File: src/common/spi_sel_pkg.sv
// constants of the serial memory select and output control block
package spi_sel_pkg;
	// *****************************
	// clock and write timing
	// *****************************
	localparam int unsigned CLK_HZ        = 50_000_000;
	localparam int unsigned TWC_MAX_MS    = 5;
	localparam int unsigned WRITE_CYCLES  = (TWC_MAX_MS * CLK_HZ) / 1000;
	// *****************************
	// serial framing
	// *****************************
	localparam int unsigned BYTE_BITS     = 8;
	localparam logic [2:0]  BIT_LAST      = 3'h7;
	localparam logic [2:0]  BYTE_ADDR_LO  = 3'h2;
	localparam logic [2:0]  BYTE_WREN_END = 3'h1;
	localparam logic [2:0]  BYTE_DATA_MIN = 3'h4;
	// *****************************
	// instruction codes
	// *****************************
	localparam logic [7:0]  OP_READ       = 8'h03;
	localparam logic [7:0]  OP_WRITE      = 8'h02;
	localparam logic [7:0]  OP_WREN       = 8'h06;
	localparam logic [7:0]  OP_WRDI       = 8'h04;
	// *****************************
	// pin synchroniser lanes
	// *****************************
	localparam int unsigned PIN_N         = 4;
	localparam int unsigned PIN_CS        = 0;
	localparam int unsigned PIN_SCK       = 1;
	localparam int unsigned PIN_SI        = 2;
	localparam int unsigned PIN_HOLD      = 3;
	localparam logic [3:0]  PIN_RST       = 4'hD;
endpackage

File: src/rtl/pin_sync.sv
// two-stage pin synchroniser with edge detection per lane
`timescale 1ns/1ps
module pin_sync #(
	parameter int unsigned  N         = 4,
	parameter logic [N-1:0] RST_VAL   = '0
) (
	input  wire logic         CLK,
	input  wire logic         RST_B,
	input  wire logic [N-1:0] PIN,
	output logic      [N-1:0] LVL,
	output logic      [N-1:0] RISE,
	output logic      [N-1:0] FALL
);
	logic [N-1:0] meta_reg;
	logic [N-1:0] sync_reg;
	logic [N-1:0] last_reg;

	// *****************************
	// per lane: first flop feeds only the second
	// *****************************
	for (genvar i = 0; i < N; i++) begin : g_lane
		always_ff @(posedge CLK or negedge RST_B) begin
			if (!RST_B) begin
				meta_reg[i] <= RST_VAL[i];
				sync_reg[i] <= RST_VAL[i];
				last_reg[i] <= RST_VAL[i];
			end else begin
				meta_reg[i] <= PIN[i];
				sync_reg[i] <= meta_reg[i];
				last_reg[i] <= sync_reg[i];
			end
		end
		assign LVL[i]  = sync_reg[i];
		assign RISE[i] = sync_reg[i] & ~last_reg[i];
		assign FALL[i] = ~sync_reg[i] & last_reg[i];
	end
endmodule // pin_sync

File: src/rtl/spi_sel_out_ctrl.sv
// select, standby, write cycle and serial output control of a serial memory
// *****************************
// Functional notes
// selected and accepting bus activity only while chip select is low
// chip select high deselects and enters standby unless a write cycle runs
// a started write cycle runs to its end whatever chip select does
// standby after deselect waits until the running write cycle is finished
// serial output is high impedance whenever deselected
// write cycle starts on chip select rising after a complete valid write sequence
// after power-up nothing is accepted until a chip select falling edge; the CS lane resets high, so CS held low at reset also arms the block
// read data bits change on the output after serial clock falling edges
// serial input bits are captured on serial clock rising edges
// bytes travel most significant bit first
// pause input low puts the serial output into high impedance
// the write enable latch clears when the write cycle completes
// the write cycle is timed internally and ends within the maximum write time
// *****************************
`timescale 1ns/1ps
module spi_sel_out_ctrl #(
	parameter int unsigned WRITE_CYCLES = spi_sel_pkg::WRITE_CYCLES
) (
	input  wire logic       CLK,
	input  wire logic       RST_B,
	input  wire logic       CS_B,
	input  wire logic       SCK,
	input  wire logic       SI,
	input  wire logic       HOLD_B,
	input  wire logic [7:0] TX_DATA,
	output logic            TX_LOAD,
	output logic            SO,
	output logic            SO_OE,
	output logic [7:0]      RX_BYTE,
	output logic            RX_VALID,
	output logic            WR_START,
	output logic            WIP,
	output logic            WEL,
	output logic            STANDBY
);
	localparam int unsigned CW = $clog2(WRITE_CYCLES + 1);
	localparam logic [CW-1:0] WC_LAST = CW'(WRITE_CYCLES - 1);

	logic [spi_sel_pkg::PIN_N-1:0] lvl, rise, fall;
	logic       cs_s, hold_s, si_s, cs_rise, cs_fall, sck_rise, sck_fall;
	logic       armed_reg, sel, rx_edge, tx_edge, byte_done;
	logic [2:0] bit_cnt_reg, byte_cnt_reg, out_cnt_reg;
	logic [7:0] shift_reg, shift_next, opcode_reg, tx_shift_reg;
	logic       rd_reg, so_reg, wip_reg, wel_reg, wr_start_reg, rx_valid_reg;
	logic [7:0] rx_byte_reg;
	logic [CW-1:0] wc_cnt_reg;
	logic       write_ok, wren_ok;

	pin_sync #(
		.N       (spi_sel_pkg::PIN_N),
		.RST_VAL (spi_sel_pkg::PIN_RST)
	) u_sync (
		.CLK   (CLK),
		.RST_B (RST_B),
		.PIN   ({HOLD_B, SI, SCK, CS_B}),
		.LVL   (lvl),
		.RISE  (rise),
		.FALL  (fall)
	);

	assign cs_s     = lvl[spi_sel_pkg::PIN_CS];
	assign hold_s   = lvl[spi_sel_pkg::PIN_HOLD];
	assign si_s     = lvl[spi_sel_pkg::PIN_SI];
	assign cs_rise  = rise[spi_sel_pkg::PIN_CS];
	assign cs_fall  = fall[spi_sel_pkg::PIN_CS];
	assign sck_rise = rise[spi_sel_pkg::PIN_SCK];
	assign sck_fall = fall[spi_sel_pkg::PIN_SCK];

	// *****************************
	// selection
	// *****************************
	always_ff @(posedge CLK or negedge RST_B) begin
		if (!RST_B)
			armed_reg <= 1'b0;
		else if (cs_fall)
			armed_reg <= 1'b1;
	end

	// commands are refused while a write cycle runs; the host should poll elsewhere
	assign sel        = ~cs_s & armed_reg & ~wip_reg;
	assign rx_edge    = sel & hold_s & sck_rise;
	assign tx_edge    = sel & hold_s & sck_fall & rd_reg;
	assign shift_next = {shift_reg[6:0], si_s};
	assign byte_done  = rx_edge & (bit_cnt_reg == spi_sel_pkg::BIT_LAST);

	// *****************************
	// input framing
	// *****************************
	always_ff @(posedge CLK or negedge RST_B) begin
		if (!RST_B) begin
			bit_cnt_reg  <= 3'h0;
			byte_cnt_reg <= 3'h0;
			shift_reg    <= 8'h00;
			opcode_reg   <= 8'h00;
		end else if (cs_s) begin
			bit_cnt_reg  <= 3'h0;
			byte_cnt_reg <= 3'h0;
		end else if (rx_edge) begin
			bit_cnt_reg <= bit_cnt_reg + 3'h1;
			shift_reg   <= shift_next;
			if (byte_done && byte_cnt_reg == 3'h0)
				opcode_reg <= shift_next;
			if (byte_done && byte_cnt_reg != spi_sel_pkg::BYTE_DATA_MIN)
				byte_cnt_reg <= byte_cnt_reg + 3'h1;
		end
	end

	always_ff @(posedge CLK or negedge RST_B) begin
		if (!RST_B) begin
			rx_byte_reg  <= 8'h00;
			rx_valid_reg <= 1'b0;
		end else begin
			rx_valid_reg <= byte_done;
			if (byte_done)
				rx_byte_reg <= shift_next;
		end
	end

	// *****************************
	// read output
	// *****************************
	always_ff @(posedge CLK or negedge RST_B) begin
		if (!RST_B)
			rd_reg <= 1'b0;
		else if (cs_s)
			rd_reg <= 1'b0;
		else if (byte_done && byte_cnt_reg == spi_sel_pkg::BYTE_ADDR_LO && opcode_reg == spi_sel_pkg::OP_READ)
			rd_reg <= 1'b1;
	end

	assign TX_LOAD = tx_edge & (out_cnt_reg == 3'h0);

	always_ff @(posedge CLK or negedge RST_B) begin
		if (!RST_B) begin
			out_cnt_reg  <= 3'h0;
			tx_shift_reg <= 8'h00;
			so_reg       <= 1'b0;
		end else if (!rd_reg) begin
			out_cnt_reg <= 3'h0;
		end else if (tx_edge) begin
			out_cnt_reg <= out_cnt_reg + 3'h1;
			if (out_cnt_reg == 3'h0) begin
				so_reg       <= TX_DATA[7];
				tx_shift_reg <= {TX_DATA[6:0], 1'b0};
			end else begin
				so_reg       <= tx_shift_reg[7];
				tx_shift_reg <= {tx_shift_reg[6:0], 1'b0};
			end
		end
	end

	// *****************************
	// write cycle
	// *****************************
	// cs_s already reads high on the cs_rise cycle, so sel cannot qualify the closing edge;
	// the frame counters still hold the closing frame there and clear one cycle later
	assign write_ok = armed_reg & ~wip_reg & cs_rise & wel_reg & (opcode_reg == spi_sel_pkg::OP_WRITE)
	                & (byte_cnt_reg == spi_sel_pkg::BYTE_DATA_MIN) & (bit_cnt_reg == 3'h0);
	assign wren_ok  = armed_reg & ~wip_reg & cs_rise & (opcode_reg == spi_sel_pkg::OP_WREN)
	                & (byte_cnt_reg == spi_sel_pkg::BYTE_WREN_END) & (bit_cnt_reg == 3'h0);

	always_ff @(posedge CLK or negedge RST_B) begin
		if (!RST_B) begin
			wip_reg      <= 1'b0;
			wc_cnt_reg   <= '0;
			wr_start_reg <= 1'b0;
		end else begin
			wr_start_reg <= write_ok;
			if (write_ok) begin
				wip_reg    <= 1'b1;
				wc_cnt_reg <= '0;
			end else if (wip_reg) begin
				wc_cnt_reg <= wc_cnt_reg + CW'(1);
				if (wc_cnt_reg == WC_LAST)
					wip_reg <= 1'b0;
			end
		end
	end

	always_ff @(posedge CLK or negedge RST_B) begin
		if (!RST_B)
			wel_reg <= 1'b0;
		else if (wip_reg && wc_cnt_reg == WC_LAST)
			wel_reg <= 1'b0;
		else if (wren_ok)
			wel_reg <= 1'b1;
		else if (byte_done && byte_cnt_reg == 3'h0 && shift_next == spi_sel_pkg::OP_WRDI)
			wel_reg <= 1'b0;
	end

	// *****************************
	// outputs
	// *****************************
	assign SO       = so_reg;
	assign SO_OE    = sel & hold_s & rd_reg;
	assign RX_BYTE  = rx_byte_reg;
	assign RX_VALID = rx_valid_reg;
	assign WR_START = wr_start_reg;
	assign WIP      = wip_reg;
	assign WEL      = wel_reg;
	assign STANDBY  = (cs_s | ~armed_reg) & ~wip_reg;
endmodule // spi_sel_out_ctrl

File: config.mk
export PLATFORM = sky130hd
export DESIGN_NAME = spi_sel_out_ctrl
export DESIGN_NICKNAME = d
export VERILOG_FILES = /design/src/common/spi_sel_pkg.sv /design/src/rtl/pin_sync.sv /design/src/rtl/spi_sel_out_ctrl.sv
export SDC_FILE = /design/constraint.sdc
export NUM_CORES = 1
export LEC_CHECK = 0
export BUFFER_PORTS_ARGS = -buffer_cell sky130_fd_sc_hd__buf_2
export CORE_MARGIN = 4
export CORE_UTILIZATION = 59
export CTS_CLUSTER_SIZE = 16
export DETAILED_ROUTE_END_ITERATION = 7
export PLACE_DENSITY = 0.76
export SYNTH_ARGS = -nofsm -noshare
export SYNTH_HDL_FRONTEND = slang
export SYNTH_SLANG_ARGS = --single-unit
File: constraint.sdc
create_clock -name CLK -period 5.6 [get_ports CLK]
set_clock_uncertainty 0.1 [all_clocks]
set_input_delay 0.84 -clock CLK [delete_from_list [all_inputs] [get_ports CLK]]
set_output_delay 0.84 -clock CLK [all_outputs]
set_load 0.005 [all_outputs]
==> results of run 1 <==
## power breakdown
part | internal (mW) | switching, mW
sequential | 0.552 | 0.0176
combinational | 0.0190 | 0.0203
clock | 0.273 | 0.175
total | 0.844 | 0.213
## area by class of cell
class                   instances  area (µm²)
flip-flops and latches         74        1860
clock inverters                 2        60.1
fillers                       432        1770
repair buffers                 31         160
inverters                      13        48.8
clock buffers                  13         159
well taps                      72        90.1
multi-input cells             181        1360
## logic make-up (layout without fill, tap and decap cells)
group | Yosys count | after routing | share of synthesized area, %
AOI/OAI and AO/OA | 31 | 31 | 5.56
xor gates and xnor gates | 15 | 15 | 3.95
adders and majority gates | 10 | 10 | 3.76
buffers and inverters | 24 | 59 | 3.53
DFF | 74 | 74 | 55.9
muxes | 31 | 31 | 10.2
and+or+nand+nor | 94 | 94 | 17.1
## metrics by stage
| stage | area (µm²) | util, % | hold WS [ns] | cells |
|---|---|---|---|---|
| after floorplan | 3330 | - | 0.231 | 279 |
| after global placement | 3520 | 63.8 | 0.247 | 371 |
| after detailed placement | 3520 | 63.8 | 0.247 | 371 |
| after CTS | 3730 | 67.8 | 0.258 | 386 |
| after global routing | 3730 | 67.8 | 0.260 | 386 |
| final | 3730 | 67.8 | 0.258 | 386 |
## Yosys cell counts, types with 2 or more instances
cell and n:
buf_2 6, o31ai_1 3, or4_1 2, and2_1 5, nand2_1 18, nor4_1 5, nand3_1 16, buf_6 2
inv_1 13, xnor2_1 6, dfrtp_1 67, nor4b_1 2, or3_1 2, o21ai_0 13, xor2_1 9, nand3b_1 3
mux2i_1 8, and4bb_2 2, nand4_1 4, dfstp_2 7, nor2_1 16, nor2b_1 3, mux2_2 23, a21oi_1 7
and4_1 2, ha_1 10
## metal layers
| metal | up-vias | share of wire, % | wire [µm] | global-route usage, % |
|---|---|---|---|---|
| met4 | 0 | 1.0 | 59 | 6.54 |
| li1 | 1039 | - | - | - |
| met5 | - | 0 | 0 | 0 |
| met3 | 7 | 4.7 | 270 | 5.85 |
| met1 | 1058 | 49 | 2790 | 24.9 |
| met2 | 54 | 46 | 2620 | 27.5 |
## worst max-delay path by stage
stage               endpoint  slack (ns)
floorplan            TX_LOAD        3.15
global placement     TX_LOAD        2.89
detailed placement   TX_LOAD        2.85
CTS                  TX_LOAD        2.48
global route         TX_LOAD        2.22
finish               TX_LOAD        2.49
## worst max-delay path, cell delays in order, from the launching register on
cell      delay, ns
dfrtp_1        0.51
and4bb_2       0.46
nand3_1        0.41
nor3b_1        0.30
buf_2          0.15
==> metrics.yaml, run 1 <==
worst_setup_path:
  rr_worst_depth: 5
  r2r-end: "opcode_reg[5]$_DFFE_PN0P_"
  startpoint_type: "flop"
  rrSetupSlack_ns: 3.58
  critical_path_class: "reg2out"
  critPathCaptureType: "primary output"
  crit_arrival_ns: 2.17
  cp-startpoint: "WIP$_DFF_PN0_"
  crit_fanout: 17
  reg2reg_from: "byte_cnt_reg[0]$_DFFE_PN0P_"
  crit_required_ns: 4.66
placement:
  place_hpwl_um: 3970
  place_ws_ns: 2.85
  portBuffers: 29
  place.gp.congestion: 0.775
logic_synthesis:
  ys_ff_latch: 74
  synth_top_cell_by_area: "dfrtp_1"
  synth_seq_area_share_pct: 55.9
  netlist_area_um2: 3330
  synthArstFlopShare_pct: 100
  ys.flop_type: "dfrtp_1"
  synth_top_area_share_pct: 50.4
  yosys_warnings: 0
  postSynthAreaPerCell_um2: 11.9
  synth_cell_types: 51
  postSynthCellCount: 279
  syn_nets: 303
  yosys-top-cells-area: "dfrtp_1, mux2_2, dfstp_2, ha_1, mux2i_1"
  synth-edff-count: 0
cells_and_area:
  nNetsFinal: 334
  diodes: 0
  largest_reg_flops: 18
  layout-drive-gt1-share_pct: 27.7
  area_delta_synth_final_pct: 12.2
  layout_commonest_cell: "dfrtp_1"
  final_cell_mix: "dfrtp_1, buf_2, mux2_2"
clock_network:
  numCtsBuffers: 9
  cts.sinks: 74
  post_cts_buffers: 0
  path_clk_slew_ns: 0.07
  cts-root-buf: "clkbuf_8"
  hold_buffers: 0
  cts_buffer_depth: 2
  cts_tree: "yes"
  clk-insertion-delay-late_ns: 0.34
  htreeDepth: 3
  post_cts_resized: 0
timing:
  hold_viol: 0
  slew_violations: 0
  tns_ns: 0
  rsz0062_at_grt: "no"
  fmax_ghz: 0.322
  finalCritPeriodShare_pct: 55.5
  max_slew_margin_pct: 41.2
  setup_slack_ns: 2.49
  worst_slew_pin_slew_ns: 0.883
  min_period_ns: 3.11
  setup_viol: 0
detailed_routing:
  drc: 0
  wl_per_cell_um: 14.9
  vias: 2158
  dr.pass1.iters: 4
  drtIter0Drc: 146
  wirelength_um: 5750
  antenna_left: 0
  viasPerCell: 5.59
power_and_ir_drop:
  vdd_drop_max_mv: 0.240
  fin_total_pwr_mw: 1.06
  p_per_area_nw_per_um2: 283
  leakage_nw: 1.82
floorplanning:
  ioPinCount: 30
  fp-row-count: 27
  dieArea_um2: 6910
  die_width_um: 83.1
  start_util_pct: 60.5
  dieHeight_um: 83.1
  core_um2: 5510
flow_run:
  cap_violations: 0
global_route:
  grt_max_degree: 75
  grt-ovfl-total: 0
  antenna_found_initial: 0
  grt_pass1_wl_um: 10100
  grt_usage_pct: 18.2
  first_global_vias: 2161
min_path:
  hold_depth: 0
  min_path_type: "reg2reg"
  hp-start: "u_sync.meta_reg[0]$_DFF_PN1_"
  min_to: "u_sync.LVL[0]$_DFF_PN1_"
run_status:
  status: "finished, final reports clean"
(Power assumes the default switching activity.)
==> run 2, diff against run 1 <==
--- a/config.mk
+++ b/config.mk
@@ -5,12 +5,13 @@
 export SDC_FILE = /design/constraint.sdc
 export NUM_CORES = 1
 export LEC_CHECK = 0
+export ABC_AREA = 1
 export BUFFER_PORTS_ARGS = -buffer_cell sky130_fd_sc_hd__buf_2
 export CORE_MARGIN = 4
-export CORE_UTILIZATION = 59
+export CORE_UTILIZATION = 53
 export CTS_CLUSTER_SIZE = 16
 export DETAILED_ROUTE_END_ITERATION = 7
-export PLACE_DENSITY = 0.76
+export PLACE_DENSITY = 0.72
 export SYNTH_ARGS = -nofsm -noshare
 export SYNTH_HDL_FRONTEND = slang
 export SYNTH_SLANG_ARGS = --single-unit
==> constraint.sdc (replaced) <==
create_clock -name CLK -period 2.6 [get_ports CLK]
set_clock_uncertainty 0.1 [all_clocks]
set_input_delay 0.39 -clock CLK [delete_from_list [all_inputs] [get_ports CLK]]
set_output_delay 0.39 -clock CLK [all_outputs]
set_load 0.005 [all_outputs]
==> run 2 against run 1 <==
Worst hold slack got worse by 0.22 ns. Wire length rose by 9.7%. Sequential share of layout area fell by 2.5 points. Critical path depth rose by 2. Final cell count rose by 36%. Area after synthesis rose by 5.6%. Setup slack got worse by 2.2 ns. Highest routed layer unchanged. Non-clock buffer count fell by 2. Clock power rose by 120%. Via count rose by 24%. Total power rose by 120%. Sequential power rose by 110%.
==> metrics.yaml, run 2 <==
run_status:
  status: "finished, final reports clean"
power_and_ir_drop:
  vdd_drop_max_mv: 0.463  # +93%
  share_seq_of_total_power_pct: 52.4  # -1.4 points
  internal_power_mw: 1.76  # +110%
  leakage_nw: 1.92  # +5.6%
  p_comb_share_pct: 4.5  # +0.8 points
  power.share.clock_pct: 43.1  # +0.7 points
  swShare_pct: 23.2  # +3.0 points
  p_per_area_nw_per_um2: 582  # +110%
  switching_power_mw: 0.532  # +150%
floorplanning:
  ioPinCount: 30  # unchanged
  dieHeight_um: 89.5  # +7.6%
  fp-row-count: 29  # +7.4%
  dieArea_um2: 8000  # +16%
  die_width_um: 89.5  # +7.6%
  core_um2: 6390  # +16%
  start_util_pct: 55.1  # -5.4 points
logic_synthesis:
  synth-edff-count: 0  # unchanged
  netlist_area_um2: 3520  # +5.6%
  ys_ff_latch: 74  # unchanged
  synthArstFlopShare_pct: 100  # unchanged
  synth_seq_area_share_pct: 52.9  # -3.0 points
  synth_cell_types: 35  # -31%
  yosysMostFrequentCell: "nand2_1"
  ys.flop_type: "dfrtp_1"
  synth_commonest_cells: "nand2_1, dfrtp_1, nor2_1"
  synth_top_cell_by_area: "dfrtp_1"
  synth_top_area_share_pct: 47.7  # -2.7 points
  postSynthCellCount: 411  # +47%
  syn_nets: 435  # +44%
  yosys-top-cells-area: "dfrtp_1, nand2_1, nor2_1, inv_1, dfstp_2"
  yosys_warnings: 0  # unchanged
  postSynthAreaPerCell_um2: 8.56  # -28%
detailed_routing:
  viasPerCell: 5.08  # -9.2%
  dr.pass1.iters: 4  # unchanged
  vias: 2670  # +24%
  drc: 0  # unchanged
  wirelength_um: 6300  # +9.7%
  wl_per_cell_um: 12.0  # -20%
  drtIter0Drc: 142  # -2.7%
  antenna_left: 0  # unchanged
timing:
  max_slew_margin_pct: 40.6  # -0.59 points
  slew_violations: 0  # unchanged
  whs_ns: 0.0341  # -0.224 ns
  finalCritPeriodShare_pct: 88.6
  rsz0062_at_grt: "no"
  hold_viol: 0  # unchanged
  fmax_ghz: 0.434
  min_period_ns: 2.30
  tns_ns: 0  # unchanged
  setup_viol: 0  # unchanged
  worst_slew_pin_slew_ns: 0.891  # +0.00885 ns
clock_network:
  cts.sinks: 74  # unchanged
  cts_tree: "yes"
  hold_buffers: 0  # unchanged
  cts_buffer_depth: 2  # unchanged
  post_cts_resized: 0  # unchanged
  path_clk_slew_ns: 0.08  # about the same
  post_cts_buffers: 0  # unchanged
  cts-root-buf: "clkbuf_8"
  htreeDepth: 3  # unchanged
  numCtsBuffers: 9  # unchanged
  clk-insertion-delay-late_ns: 0.35  # about the same
worst_setup_path:
  critical_path_class: "reg2out"
  cp-startpoint: "WIP$_DFF_PN0_"
  critPathCaptureType: "primary output"
  crit_fanout: 13  # -4
  crit_required_ns: 2.11  # -2.55 ns
  crit_arrival_ns: 1.81  # -0.36 ns
  startpoint_type: "flop"
  reg2reg_from: "WIP$_DFF_PN0_"
cells_and_area:
  final_cell_mix: "nand2_1, dfrtp_1, nor2_1"
  largest_reg_flops: 18  # unchanged
  final_util_pct: 61.6  # -6.2 points
  layout_commonest_cell: "nand2_1"
  diodes: 0  # unchanged
  fillCellCount: 573  # +33%
  area_delta_synth_final_pct: 11.9
  layout-drive-gt1-share_pct: 16.3  # -11 points
  nNetsFinal: 468  # +40%
min_path:
  min_path_type: "in2reg"
  hp-start: "CS_B"
global_route:
  grt_usage_pct: 18.6  # +0.36 points
  busiest_layer: "met2"
  grt_max_degree: 75  # unchanged
  antenna_found_initial: 0  # unchanged
  grt_pass1_wl_um: 11400  # +13%
  use_met2_pct: 30.7  # +3.2 points
  grt_util_met3_pct: 5.53  # -0.32 points
  first_global_vias: 2578  # +19%
  met1_usage_pct: 23.8  # -1.2 points
  grt-ovfl-total: 0  # unchanged
placement:
  place.gp.congestion: 0.890  # +15%
  place_hpwl_um: 4470  # +13%
  portBuffers: 29  # unchanged
flow_run:
  cap_violations: 0  # unchanged
-- run 2: cell families (layout without fill, tap and decap cells) --
group	count (synthesis)	in the layout	share of synthesized area, %
AO/OA/AOI/OAI	52	52	8.40
XOR/XNOR	5	5	1.25
adder cells (fa/ha/maj)	10	10	3.56
buffers and inverters	60	98	7.11
flip-flops	74	74	52.9
AND/OR/NAND/NOR	210	210	26.8
-- run 2: worst paths after layout --
kind,to,slack (ns),cells after the start
setup / recovery,TX_LOAD,0.30,6
hold / removal,u_sync.meta_reg[0]$_DFF_PN1_,0.03,1
setup reg to reg,wc_cnt_reg[5]$_DFFE_PN0P_,0.73,6
hold reg to reg,u_sync.LVL[3]$_DFF_PN1_,0.26,0
max in group asynchronous,bit_cnt_reg[0]$_DFFE_PN0P_,1.75,1
min in group asynchronous,SO$_DFFE_PN0P_,0.07,1
-- run 2: stage by stage --
stage	setup WS, ns	power (mW)	instance area (µm²)	cells
6_report	0.297	2.29	3940	526
4_1_cts	0.143	2.32	3930	526
3_5_place_dp	0.536	1.33	3710	510
2_1_floorplan	1.03	1.28	3520	411
5_1_grt	0.113	2.41	3940	526
3_3_place_gp	0.576	1.32	3710	510
-- run 2: power by group through the flow --
stage                     sequential [mW]  combinational (mW)  clock [mW]
after floorplan                      1.22              0.0585           0
after global placement               1.22               0.104           0
after detailed placement             1.22               0.107           0
after CTS                            1.20               0.107        1.02
after global routing                 1.20               0.125        1.08
final                                1.20               0.104       0.987
-- run 2: area by class of cell --
type	instances	area, µm²	share of cell area (%)
inverter	53	199	5.06
clock buffer	9	124	3.15
timing repair buffer	29	148	3.75
tap	77	96.3	2.45
multi-input combinational	277	1410	35.8
clock inverter	7	98.8	2.51
sequential	74	1860	47.3
-- run 2: worst max-delay path, stage by stage, from the launching register on --
cell and delay (ns):
dfrtp_1 0.54, nor2_2 0.23, nand2_1 0.12, nor2_2 0.12, nand2_2 0.17, nor2_1 0.16, buf_2 0.13
-- run 2: routing by layer --
metal | routed length, µm | vias up | share of wire [%]
met5 | 0 | - | 0
met4 | 51 | 0 | 0.81
met3 | 236 | 6 | 3.7
met2 | 3090 | 41 | 49
met1 | 2920 | 1258 | 46
li1 | - | 1365 | -
==> run 3, diff against run 2 <==
--- a/config.mk
+++ b/config.mk
@@ -12,6 +12,7 @@
 export CTS_CLUSTER_SIZE = 16
 export DETAILED_ROUTE_END_ITERATION = 7
 export PLACE_DENSITY = 0.72
+export REMOVE_ABC_BUFFERS = 1
 export SYNTH_ARGS = -nofsm -noshare
 export SYNTH_HDL_FRONTEND = slang
 export SYNTH_SLANG_ARGS = --single-unit
==> run 3 against run 2 <==
Sequential share of layout area decreased by 0.33 points. Register-to-register slack improved by 0.04 ns. Final area increased by 0.70%. Largest cell class unchanged. Critical path depth increased by 1. Utilization increased by 0.43 points. First-iteration DRC count increased by 58%.
==> metrics.yaml, run 3 (synthesized netlist as in run 2, its figures left out) <==
run_status:
  status: "finished, final reports clean"
worst_setup_path:
  cpMaxStageDelayCell: "dfstp_2"
  crit_arrival_ns: 1.87  # +0.06 ns
  reg2reg_from: "WIP$_DFF_PN0_"
  crit_fanout: 13  # unchanged
  cp-startpoint: "u_sync.LVL[3]$_DFF_PN1_"
  critPathCaptureType: "primary output"
  critical_path_class: "reg2out"
  path_cells: "inv_1 -> nor2_2 -> nand2_1 -> nor2_2 -> nand2_1 -> nor2_1 -> buf_2"
  crit_family: "simple AND/OR/NAND/NOR gates"
  startpoint_type: "flop"
  cp_num_buf_inv: 2  # +1
  slowest_delay_ns: 0.52  # -0.02 ns
  crit_required_ns: 2.11  # about the same
clock_network:
  cts_tree: "yes"
  post_cts_buffers: 0  # unchanged
  post_cts_resized: 0  # unchanged
  htreeDepth: 3  # unchanged
  cts_buffer_depth: 2  # unchanged
  cts.sinks: 74  # unchanged
  path_clk_slew_ns: 0.08  # about the same
  cts-root-buf: "clkbuf_8"
  clk-insertion-delay-late_ns: 0.34  # about the same
  numCtsBuffers: 9  # unchanged
timing:
  slew_violations: 0  # unchanged
  finalCritPeriodShare_pct: 90.6  # +2.0 points
  hold_viol: 0  # unchanged
  max_slew_margin_pct: 71.1  # +31 points
  tns_ns: 0  # unchanged
  setup_viol: 0  # unchanged
  min_period_ns: 2.36  # +0.0532 ns
  rsz0062_at_grt: "no"
  fmax_ghz: 0.424  # -2.3%
  worst_slew_pin_slew_ns: 0.433  # -0.459 ns
power_and_ir_drop:
  p_per_area_nw_per_um2: 572  # -1.8%
  fin_total_pwr_mw: 2.27  # -1.1%
  internal_power_mw: 1.76  # -0.12%
  swShare_pct: 22.5  # -0.75 points
  p_comb_share_pct: 4.8  # +0.3 points
  vdd_drop_max_mv: 0.342  # -26%
  switching_power_mw: 0.509  # -4.3%
  leakage_nw: 1.94  # +0.96%
  share_seq_of_total_power_pct: 53.0  # +0.6 points
  power.share.clock_pct: 42.2  # -0.9 points
detailed_routing:
  vias: 2685  # +0.56%
  viasPerCell: 5.07  # -0.20%
  wl_per_cell_um: 12.2  # +2.0%
  drtIter0Drc: 225  # +58%
  drc: 0  # unchanged
  dr.pass1.iters: 4  # unchanged
  antenna_left: 0  # unchanged
  wirelength_um: 6480  # +2.7%
cells_and_area:
  diodes: 0  # unchanged
  layout_commonest_cell: "nand2_1"
  largest_reg_flops: 18  # unchanged
  layout-drive-gt1-share_pct: 16.1  # -0.14 points
  area_delta_synth_final_pct: 12.7
  nNetsFinal: 472  # +0.85%
  final_cell_mix: "nand2_1, dfrtp_1, nor2_1"
floorplanning:
  fp-row-count: 29  # unchanged
  dieArea_um2: 8000  # unchanged
  start_util_pct: 55.1  # unchanged
  die_width_um: 89.5  # unchanged
  ioPinCount: 30  # unchanged
  dieHeight_um: 89.5  # unchanged
  core_um2: 6390  # unchanged
min_path:
  min_path_type: "in2reg"
  hp-start: "CS_B"
flow_run:
  cap_violations: 0  # unchanged
global_route:
  antenna_found_initial: 0  # unchanged
  grt_max_degree: 75  # unchanged
  grt_usage_pct: 18.7  # +0.12 points
  grt-ovfl-total: 0  # unchanged
  grt_pass1_wl_um: 11600  # +1.8%
  first_global_vias: 2648  # +2.7%
placement:
  place.gp.congestion: 0.903  # +1.4%
  place_hpwl_um: 4560  # +1.9%
  portBuffers: 29  # unchanged
-- run 3: cell types whose count changed in the layout (fill, tap and decap cells not counted) --
cell	previous run	this run
buf_2	28	29
buf_12	0	1
inv_6	2	0
buf_4	1	2
dlygate4sd3_1	0	1
clkinv_2	1	2
clkbuf_1	0	2
nand2_1	98	99
nand2_2	1	0
clkinvlp_4	1	0
-- run 3: worst paths after layout --
path / slack (ns) / end / cells past startpoint
worst min-delay path: 0.04 / u_sync.meta_reg[0]$_DFF_PN1_ / 1
worst max-delay path: 0.24 / TX_LOAD / 7
worst max register to register: 0.77 / wc_cnt_reg[8]$_DFFE_PN0P_ / 7
worst min register to register: 0.26 / u_sync.LVL[1]$_DFF_PN0_ / 0
min in group asynchronous: 0.50 / SO$_DFFE_PN0P_ / 3
max in group asynchronous: 1.55 / u_sync.meta_reg[2]$_DFF_PN1_ / 3
-- run 3: layout make-up --
class                           instances  area, µm²
Tap cell                               77       96.3
Fill cell                             581       2420
Clock buffer                           11        131
Timing Repair Buffer                   33        190
Sequential cell                        74       1860
Multi-Input combinational cell        277       1410
Clock inverter                          5       78.8
Inverter                               53        199
-- run 3: power groups by stage --
stage	clock network, mW	logic (mW)	registers (mW)
detailed placement	0	0.111	1.22
finish	0.956	0.109	1.20
CTS	0.977	0.113	1.20
global placement	0	0.108	1.22
global route	1.03	0.129	1.20
floorplan	0	0.0582	1.22
-- run 3: what timing repair did --
action                                  CTS  global route
hold endpoints to repair                 67             0
endpoints found under the setup margin    0             0
hold buffers                              1             0
-- run 3: per-stage QoR --
stage	setup slack, ns	utilization, %	hold slack, ns	std cells	cell area (µm²)
3_5_place_dp	0.607	58.6	0.245	513	3740
5_1_grt	0.0644	62.0	0.0236	530	3960
4_1_cts	0.222	62.0	0.0260	530	3960
3_3_place_gp	0.647	58.6	0.234	513	3740
6_report	0.244	62.0	0.0407	530	3960
2_1_floorplan	0.797	-	-0.00559	404	3470
-- run 3: layer usage --
layer	share of wire [%]	global-route usage (%)	vias up
met4	1.8	8.25	0
met1	48	24.9	1245
met3	3.4	3.13	13
met5	0	0	-
met2	47	30.1	51
li1	-	-	1376
